`config.mk`:
```
export PLATFORM = sky130hd
export DESIGN_NAME = watchdog_timer
export DESIGN_NICKNAME = d
export VERILOG_FILES = /design/src/design/watchdog_pkg.sv /design/src/design/pin_sync.sv /design/src/design/watchdog_timer.sv
export SDC_FILE = /design/constraint.sdc
export NUM_CORES = 1
export LEC_CHECK = 0
export CAP_MARGIN = 30
export CORE_MARGIN = 3
export CORE_UTILIZATION = 38
export CTS_BUF_LIST = sky130_fd_sc_hd__clkbuf_16
export DETAILED_ROUTE_END_ITERATION = 7
export DONT_BUFFER_PORTS = 1
export SLEW_MARGIN = 20
export SYNTH_ARGS = -nofsm -noshare
export SYNTH_HDL_FRONTEND = slang
export SYNTH_HIERARCHICAL = 1
export SYNTH_SLANG_ARGS = --single-unit
```
`constraint.sdc`:
```
create_clock -name aclk -period 6.3 [get_ports aclk]
set_clock_uncertainty 0.15 [all_clocks]
set_input_delay 1.26 -clock aclk [delete_from_list [all_inputs] [get_ports aclk]]
set_output_delay 1.26 -clock aclk [all_outputs]
set_load 0.03 [all_outputs]
```
`src/design/watchdog_pkg.sv`:
```
// constants, field layout and types shared by the watchdog timer files
// assumes a 40 mhz aclk and a 32-bit axi4-lite master in front of the block
package watchdog_pkg;

    // ************************************************************
    // bus and register map
    // ************************************************************
    localparam int          ADDR_W       = 4;
    localparam int          DATA_W       = 32;
    localparam logic [3:0]  ADDR_CONTROL = 4'h0;
    localparam logic [3:0]  ADDR_STATUS  = 4'h4;
    localparam logic [3:0]  ADDR_MASK    = 4'h8;
    localparam logic [3:0]  ADDR_STATE   = 4'hc;
    localparam logic [1:0]  RESP_OKAY    = 2'h0;
    localparam logic [1:0]  RESP_SLVERR  = 2'h2;

    // ************************************************************
    // control register fields
    // ************************************************************
    localparam int          CTRL_W       = 8;
    localparam int          SWEN_BIT     = 0;
    localparam int          PS_LSB       = 1;
    localparam int          PS_W         = 5;
    localparam logic [7:0]  CTRL_RESET   = 8'h16;
    localparam logic [7:0]  CTRL_WMASK   = 8'h3f;

    // ************************************************************
    // period select and counter
    // ************************************************************
    localparam logic [4:0]  PS_MAX       = 5'h12;
    localparam logic [4:0]  SHIFT_BASE   = 5'h05;
    localparam int          CNT_W        = 23;

    // ************************************************************
    // event bits of status and mask
    // ************************************************************
    localparam int          EVT_W        = 2;
    localparam int          EVT_RESET    = 0;
    localparam int          EVT_WAKE     = 1;

    // ************************************************************
    // read-only state register fields
    // ************************************************************
    localparam int          ST_ACTIVE    = 0;
    localparam int          ST_ASLEEP    = 1;
    localparam int          ST_TO        = 2;
    localparam int          ST_PD        = 3;
    localparam int          ST_MODE_LSB  = 4;

    typedef enum logic [1:0] {
        MODE_OFF   = 2'b00,
        MODE_SW    = 2'b01,
        MODE_AWAKE = 2'b10,
        MODE_ON    = 2'b11
    } wdt_mode_t;

endpackage

```
`src/design/pin_sync.sv`:
```
// three-stage synchroniser for pins from outside the aclk domain
// assumes each pin level holds for two aclk edges or more, shorter ones never reach the output; output changes once stages two and three agree
`timescale 1ns/100ps
module pin_sync #(
    parameter int WIDTH = 1
) (
    input  wire logic             aclk,
    input  wire logic             aresetn,
    input  wire logic [WIDTH-1:0] pin,
    output logic      [WIDTH-1:0] level
);
    genvar i;
    generate
        for (i = 0; i < WIDTH; i++) begin : g_bit
            logic s1_q, s2_q, s3_q, lvl_q;
            logic s1_d, s2_d, s3_d, lvl_d;
            always_comb begin
                s1_d  = pin[i];
                s2_d  = s1_q;
                s3_d  = s2_q;
                // a lone disagreement is held off for one more edge
                lvl_d = (s2_q == s3_q) ? s3_q : lvl_q;
            end
            always_ff @(posedge aclk) begin
                if (!aresetn) begin
                    s1_q  <= 1'b0;
                    s2_q  <= 1'b0;
                    s3_q  <= 1'b0;
                    lvl_q <= 1'b0;
                end else begin
                    s1_q  <= s1_d;
                    s2_q  <= s2_d;
                    s3_q  <= s3_d;
                    lvl_q <= lvl_d;
                end
            end
            assign level[i] = lvl_q;
        end
    endgenerate
endmodule

```
`src/design/watchdog_timer.sv`:
```
// watchdog timer with axi4-lite control and status registers
// assumes a 40 mhz aclk, a 31 khz oscillator pin and same-clock sleep/osc signals
//
// Function
// - an expiry while awake raises a system reset.
// - the count advances only on ticks of the low-frequency oscillator.
// - mode 11 keeps the watchdog active always, sleep included.
// - mode 10 keeps it active awake and disabled in sleep.
// - mode 01 lets the software enable bit turn it on or off.
// - mode 00 disables it and the enable bit matters only in mode 01.
// - period code c sets the limit to two to the power five plus c ticks.
// - codes above 10010 give the minimum limit of 32 ticks.
// - reset restores the period code for 1:65536 and clears the enable bit.
// - reset, clear, sleep entry and exit, osc failure, disable and startup clear it.
// - the count clears on sleep entry and restarts from zero if still enabled.
// - the count clears on wake and stays clear while the startup timer runs.
// - an expiry in sleep wakes the device and updates the flags, no reset.
// - the oscillator divider setting has no path into the counter.
`timescale 1ns/100ps
module watchdog_timer (
    input  wire logic        aclk,
    input  wire logic        aresetn,
    input  wire logic [3:0]  awaddr,
    input  wire logic        awvalid,
    output logic             awready,
    input  wire logic [31:0] wdata,
    input  wire logic [3:0]  wstrb,
    input  wire logic        wvalid,
    output logic             wready,
    output logic [1:0]       bresp,
    output logic             bvalid,
    input  wire logic        bready,
    input  wire logic [3:0]  araddr,
    input  wire logic        arvalid,
    output logic             arready,
    output logic [31:0]      rdata,
    output logic [1:0]       rresp,
    output logic             rvalid,
    input  wire logic        rready,
    input  wire logic        low_freq_internal_osc,
    input  wire logic [1:0]  watchdog_mode_cfg,
    input  wire logic        clear_watchdog_instruction,
    input  wire logic        sleep_active,
    input  wire logic        osc_fail,
    input  wire logic        osc_startup_timer,
    output logic             watchdog_reset,
    output logic             sleep_wake,
    output logic             timeout_status_flag,
    output logic             powerdown_status_flag,
    output logic             irq
);

    // ************************************************************
    // low-frequency tick
    // ************************************************************
    logic lf_level;

    pin_sync #(.WIDTH(1)) u_lf_sync (
        .aclk    (aclk),
        .aresetn (aresetn),
        .pin     (low_freq_internal_osc),
        .level   (lf_level)
    );

    // ************************************************************
    // watchdog core
    // ************************************************************
    watchdog_pkg::wdt_mode_t  mode_q;
    logic                     lf_prev_q, lf_prev_d;
    logic                     sleep_q, sleep_d;
    logic                     sleep_prev_q, sleep_prev_d;
    logic [watchdog_pkg::CNT_W-1:0] cnt_q, cnt_d, limit;
    logic                     reset_q, reset_d, wake_q, wake_d;
    logic                     to_q, to_d, pd_q, pd_d;
    logic                     lf_tick, active, enter, leave, clr, expire;
    logic [4:0]               ps, shift;
    logic [watchdog_pkg::CTRL_W-1:0] ctrl_q, ctrl_d;

    always_comb begin
        ps = ctrl_q[watchdog_pkg::PS_LSB +: watchdog_pkg::PS_W];
        // reserved codes fall back to minimum
        shift = (ps > watchdog_pkg::PS_MAX) ? watchdog_pkg::SHIFT_BASE
                                            : watchdog_pkg::SHIFT_BASE + ps;
        limit = (watchdog_pkg::CNT_W'(1) << shift) - watchdog_pkg::CNT_W'(1);
        case (mode_q)
            watchdog_pkg::MODE_ON:    active = 1'b1;
            watchdog_pkg::MODE_AWAKE: active = !sleep_q;
            watchdog_pkg::MODE_SW:    active = ctrl_q[watchdog_pkg::SWEN_BIT];
            watchdog_pkg::MODE_OFF:   active = 1'b0;
            default:                  active = 1'b0;
        endcase
        lf_tick      = lf_level && !lf_prev_q;
        enter        = sleep_q && !sleep_prev_q;
        leave        = !sleep_q && sleep_prev_q;
        // wake clears, startup timer holds clear
        clr          = clear_watchdog_instruction || enter || leave || osc_fail
                       || !active || osc_startup_timer;
        expire       = lf_tick && !clr && (cnt_q == limit);
        lf_prev_d    = lf_level;
        sleep_d      = sleep_active;
        sleep_prev_d = sleep_q;
        // no divider input reaches the count
        if (clr || expire) begin
            cnt_d = '0;
        end else if (lf_tick) begin
            cnt_d = cnt_q + watchdog_pkg::CNT_W'(1);
        end else begin
            cnt_d = cnt_q;
        end
        reset_d = expire && !sleep_q;
        wake_d  = expire && sleep_q;
        to_d    = expire ? 1'b0 : ((clear_watchdog_instruction || enter) ? 1'b1 : to_q);
        pd_d    = enter ? 1'b0 : (clear_watchdog_instruction ? 1'b1 : pd_q);
    end

    always_ff @(posedge aclk) begin
        if (!aresetn) begin
            // the strap is caught while reset is held, never mid-run
            mode_q       <= watchdog_pkg::wdt_mode_t'(watchdog_mode_cfg);
            lf_prev_q    <= 1'b0;
            sleep_q      <= 1'b0;
            sleep_prev_q <= 1'b0;
            cnt_q        <= '0;
            reset_q      <= 1'b0;
            wake_q       <= 1'b0;
            to_q         <= 1'b1;
            pd_q         <= 1'b1;
        end else begin
            lf_prev_q    <= lf_prev_d;
            sleep_q      <= sleep_d;
            sleep_prev_q <= sleep_prev_d;
            cnt_q        <= cnt_d;
            reset_q      <= reset_d;
            wake_q       <= wake_d;
            to_q         <= to_d;
            pd_q         <= pd_d;
        end
    end

    // ************************************************************
    // axi4-lite slave and registers
    // ************************************************************
    logic        aw_full_q, aw_full_d, w_full_q, w_full_d;
    logic [3:0]  awaddr_q, awaddr_d, wstrb_q, wstrb_d;
    logic [31:0] wdata_q, wdata_d, rdata_q, rdata_d;
    logic        awready_q, awready_d, wready_q, wready_d, arready_q, arready_d;
    logic        bvalid_q, bvalid_d, rvalid_q, rvalid_d;
    logic [1:0]  bresp_q, bresp_d, rresp_q, rresp_d;
    logic [watchdog_pkg::EVT_W-1:0] status_q, status_d, mask_q, mask_d, evt, rd_clr;
    logic        irq_q, irq_d, commit, ar_take;

    always_comb begin
        aw_full_d = aw_full_q;
        awaddr_d  = awaddr_q;
        w_full_d  = w_full_q;
        wdata_d   = wdata_q;
        wstrb_d   = wstrb_q;
        bvalid_d  = bvalid_q;
        bresp_d   = bresp_q;
        rvalid_d  = rvalid_q;
        rdata_d   = rdata_q;
        rresp_d   = rresp_q;
        ctrl_d    = ctrl_q;
        mask_d    = mask_q;
        rd_clr    = '0;
        if (awvalid && awready_q) begin
            aw_full_d = 1'b1;
            awaddr_d  = awaddr;
        end
        if (wvalid && wready_q) begin
            w_full_d = 1'b1;
            wdata_d  = wdata;
            wstrb_d  = wstrb;
        end
        if (bvalid_q && bready) begin
            bvalid_d = 1'b0;
        end
        commit = aw_full_q && w_full_q && !bvalid_q;
        if (commit) begin
            aw_full_d = 1'b0;
            w_full_d  = 1'b0;
            bvalid_d  = 1'b1;
            bresp_d   = watchdog_pkg::RESP_OKAY;
            case (awaddr_q)
                watchdog_pkg::ADDR_CONTROL: begin
                    if (wstrb_q[0]) begin
                        ctrl_d = wdata_q[watchdog_pkg::CTRL_W-1:0] & watchdog_pkg::CTRL_WMASK;
                    end
                end
                watchdog_pkg::ADDR_MASK: begin
                    if (wstrb_q[0]) begin
                        mask_d = wdata_q[watchdog_pkg::EVT_W-1:0];
                    end
                end
                watchdog_pkg::ADDR_STATUS: ;
                watchdog_pkg::ADDR_STATE:  ;
                default: bresp_d = watchdog_pkg::RESP_SLVERR;
            endcase
        end
        if (rvalid_q && rready) begin
            rvalid_d = 1'b0;
        end
        ar_take = arvalid && arready_q;
        if (ar_take) begin
            rvalid_d = 1'b1;
            rresp_d  = watchdog_pkg::RESP_OKAY;
            rdata_d  = '0;
            case (araddr)
                watchdog_pkg::ADDR_CONTROL: rdata_d[watchdog_pkg::CTRL_W-1:0] = ctrl_q;
                watchdog_pkg::ADDR_MASK:    rdata_d[watchdog_pkg::EVT_W-1:0] = mask_q;
                watchdog_pkg::ADDR_STATUS: begin
                    rdata_d[watchdog_pkg::EVT_W-1:0] = status_q;
                    rd_clr = status_q;
                end
                watchdog_pkg::ADDR_STATE: begin
                    rdata_d[watchdog_pkg::ST_ACTIVE] = active;
                    rdata_d[watchdog_pkg::ST_ASLEEP] = sleep_q;
                    rdata_d[watchdog_pkg::ST_TO]     = to_q;
                    rdata_d[watchdog_pkg::ST_PD]     = pd_q;
                    rdata_d[watchdog_pkg::ST_MODE_LSB +: 2] = mode_q;
                end
                default: rresp_d = watchdog_pkg::RESP_SLVERR;
            endcase
        end
        evt = '0;
        evt[watchdog_pkg::EVT_RESET] = reset_d;
        evt[watchdog_pkg::EVT_WAKE]  = wake_d;
        // an event in the cycle of the clearing read survives it
        status_d  = (status_q & ~rd_clr) | evt;
        irq_d     = |(status_d & mask_d);
        awready_d = !aw_full_d;
        wready_d  = !w_full_d;
        arready_d = !rvalid_d;
    end

    always_ff @(posedge aclk) begin
        if (!aresetn) begin
            aw_full_q <= 1'b0;
            awaddr_q  <= '0;
            w_full_q  <= 1'b0;
            wdata_q   <= '0;
            wstrb_q   <= '0;
            awready_q <= 1'b0;
            wready_q  <= 1'b0;
            arready_q <= 1'b0;
            bvalid_q  <= 1'b0;
            bresp_q   <= watchdog_pkg::RESP_OKAY;
            rvalid_q  <= 1'b0;
            rdata_q   <= '0;
            rresp_q   <= watchdog_pkg::RESP_OKAY;
            ctrl_q    <= watchdog_pkg::CTRL_RESET;
            mask_q    <= '0;
            status_q  <= '0;
            irq_q     <= 1'b0;
        end else begin
            aw_full_q <= aw_full_d;
            awaddr_q  <= awaddr_d;
            w_full_q  <= w_full_d;
            wdata_q   <= wdata_d;
            wstrb_q   <= wstrb_d;
            awready_q <= awready_d;
            wready_q  <= wready_d;
            arready_q <= arready_d;
            bvalid_q  <= bvalid_d;
            bresp_q   <= bresp_d;
            rvalid_q  <= rvalid_d;
            rdata_q   <= rdata_d;
            rresp_q   <= rresp_d;
            ctrl_q    <= ctrl_d;
            mask_q    <= mask_d;
            status_q  <= status_d;
            irq_q     <= irq_d;
        end
    end

    assign awready               = awready_q;
    assign wready                = wready_q;
    assign bvalid                = bvalid_q;
    assign bresp                 = bresp_q;
    assign arready               = arready_q;
    assign rvalid                = rvalid_q;
    assign rdata                 = rdata_q;
    assign rresp                 = rresp_q;
    assign watchdog_reset        = reset_q;
    assign sleep_wake            = wake_q;
    assign timeout_status_flag   = to_q;
    assign powerdown_status_flag = pd_q;
    assign irq                   = irq_q;
endmodule

```
==> impl_results.md <==
* Count leader, synth: dfxtp_1
* Ys Warns at 6
* Seq pwr share at 0.468
* FFs w/ async S/R, synth at 0
* Slew headroom at 0.5388
* Unique masters post-synth at 70
* Inst Count DP at between 600 and 700
* Mapped Avg Cell Area at ~8.3 um2
* Sequential share of the synthesized area at 0.3384
* Core area at 11030 um2
* Crit-path max cell delay at around 0.70 ns
* Inserted Diodes at 0
* Vias in the first global route at 3427
* GP Congestion at between 0.8 and 0.9
* Mapped Cells at 528
* Post-synth top flop: dfxtp_1
* Yosys reg bits at between 70 and 80
* Critical path, cell by cell: inv_1 > ha_1 > inv_1 > nor2_1 > nand3_1 > ha_1 > xnor2_1 > or3_1 > a211oi_1 > a31oi_1 > a2111oi_2 > nand4_1 > o21ai_2 > buf_4 > nor2_1
* Setup violations, final at 0
* Combinational share of power at 0.054
* Tot GR Track Use at 0.1629
* Cell-internal power at 0.7951 mW
* DIE AREA at 12840 um2
* MaxCap Viol Count at 0
* EDFF count, synth at 2
* Synth top area share at 0.3247
* Switch share at 0.2425
* Cell Area, Placed at 4317 um2
* Post-synth top area cell: dfxtp_1
* Total routed wirelength at 10.39 mm
* WP data required at 6.36 ns
* Final Max Slew Viols at 0
* Row cnt at 38
* Worst hold-check path type: reg -> reg
* Worst skew pair latency at 0.33 ns
* Post-route cell area at 4618 um2
* CTS Buf Count at 9
* Critical path's slowest cell: ha_1
* Hold Slack at 0.2802 ns
* Antenna viol nets, final at 0
* Share of cells above drive strength 1 at 0.08478
* Largest net degree at the start of global routing at 30
* Final Cycle Share at 0.7991
* CP bufs+invs at 3
* Via density at 5.637
* # IOs at 104
* Final TNS setup at 0 ns
* CTS root buf: clkbuf_16
* RSZ-0062 raised after global routing: no
* Fin nets at 576
* First-pass GRT wire length at 17.15 mm
* PwrDens at 227.3 nW/um2
* Status: finished, final reports clean
* Commonest cells in the netlist: dfxtp_1, nor2_1, nand2_1, nand3_1, buf_4
* Routed len/inst at 15.77 um
* DRC Markers at 0
* Antenna violations before repair at 0
* Final cell count without fillers at 659
* Worst setup margin at 1.266 ns
* Post-CTS Setup Repair Bufs at 0
* VDD IR max at approximately 0.00021 V
* Switching power at about 0.25 mW
* Clock network power share at 0.478
* Util after Layout at 0.4187
* Mapped Area at ~4400 um2
* Iter 0 DRT Violations at 240
* CTS Sinks at 73
* Post-Place Worst Slack at about 1.3 ns
* Crit path DAT at between 5 and 6 ns
* Startpoint Class: flip-flop
* Fmax at between 150 and 200 MHz
* Critical path class: reg -> reg
* IO Port Bufs at 0
* Post-CTS resize count at 0
* Crit-path max FO at 23
* Largest cells by area after synthesis: dfxtp_1, nor2_1, buf_4, nand2_1, xnor2_1
* Tightest Pin Transition at 0.6726 ns
* TritonCTS clock tree: yes
* Final Hold Fails at 0
* Crit end category: flip-flop
* Die X at 113.3 um
* Tmin final at 5.034 ns
* Clock H-tree levels at 3
* P&R area growth vs syn at 5.487%
* Detail Placement HPWL at 7.641 mm
* Starting density of the core at 0.3969
* Pwr Total at 1.050 mW
* Worst path top cell family by delay: simple AND/OR/NAND/NOR gates
* Leakage power at 1.633 nW
* First-pass DRT Iterations at 5
* Reg clk slew, reported paths at 0.06 ns
* Hold_buf cts at 0
* Longest Clk Path Bufs at 2
* Vias at approximately 3700
* GRT Residual Overflow at 0
* Die height at 113.3 um
## layer usage
metal | share of wire | global-route usage | vias to the layer above
li1 | - | - | 1804
met1 | 0.46 | 0.2221 | 1746
met2 | 0.46 | 0.2524 | 151
met3 | 0.069 | 0.03850 | 14
met4 | 0.014 | 0.05689 | 0
met5 | 0 | 0 | -
## cell type report
class,instances,area [um2]
clock inverters,7,71.32
flip-flops and latches,73,1481
well taps,140,175.2
clock buffers,9,225.2
inverters,8,30.03
repair buffers,4,27.53
multi-input cells,418,2608
fillers,1139,6412
## state kept, by name (all words and copies together), names as in the netlist, 2 cells and up
name / count
awaddr_q: 4
cnt_q: 23
ctrl_q: 6
mask_q: 2
mode_q: 2
rdata: 6
status_q: 2
wdata_q: 6
## kinds of logic (layout without fill, tap and decap cells)
family | count (synthesis) | count (layout) | synth area share
multiplexers | 13 | 13 | 0.03658
adder cells (fa/ha/maj) | 4 | 4 | 0.01143
XOR/XNOR | 42 | 42 | 0.08888
buffers and inverters | 64 | 28 | 0.08917
AND/OR/NAND/NOR | 227 | 227 | 0.2561
other | 1 | 28 | 0.0008566
flip-flops | 73 | 73 | 0.3384
AO/OA/AOI/OAI | 104 | 104 | 0.1786
## path summary, 6_finish.rpt
check,endpoint,startpoint,depth (start not counted),slack [ns]
max,cnt_q[13]$_SDFFE_PP0P_,ctrl_q[1]$_SDFFE_PN1P_,15,1.27
min,u_lf_sync/g_bit[0].s2_q$_SDFF_PN0_,u_lf_sync/g_bit[0].s1_q$_SDFF_PN0_,1,0.28
max reg2reg,cnt_q[13]$_SDFFE_PP0P_,ctrl_q[1]$_SDFFE_PN1P_,15,1.27
min reg2reg,u_lf_sync/g_bit[0].s2_q$_SDFF_PN0_,u_lf_sync/g_bit[0].s1_q$_SDFF_PN0_,1,0.28
## cells in the final DEF (no fill, tap or decap), types with 6 or more instances in the layout
cell and count:
dfxtp_1 71, nor2_1 62, nand2_1 52, nand3_1 32
a21oi_1 29, conb_1 28, xnor2_1 20, xor2_1 20
nor3_1 13, inv_1 9, and3_1 9, nand4_1 9
o211ai_1 9, clkbuf_16 9, a211oi_1 8, a22oi_1 8
mux2i_1 7, and2_1 7, nand2b_1 6, nor2b_1 6
o21ai_0 6, a22o_1 6
## power groups by stage
stage                     clock (mW)  sequential, mW  combinational [mW]
after floorplan                    0           0.497              0.0670
after global placement             0           0.501              0.0555
after detailed placement           0           0.502              0.0562
after CTS                      0.513           0.492              0.0564
after global routing           0.531           0.493              0.0628
final                          0.502           0.492              0.0566
Note: power is estimated with default switching activity, not from simulation.
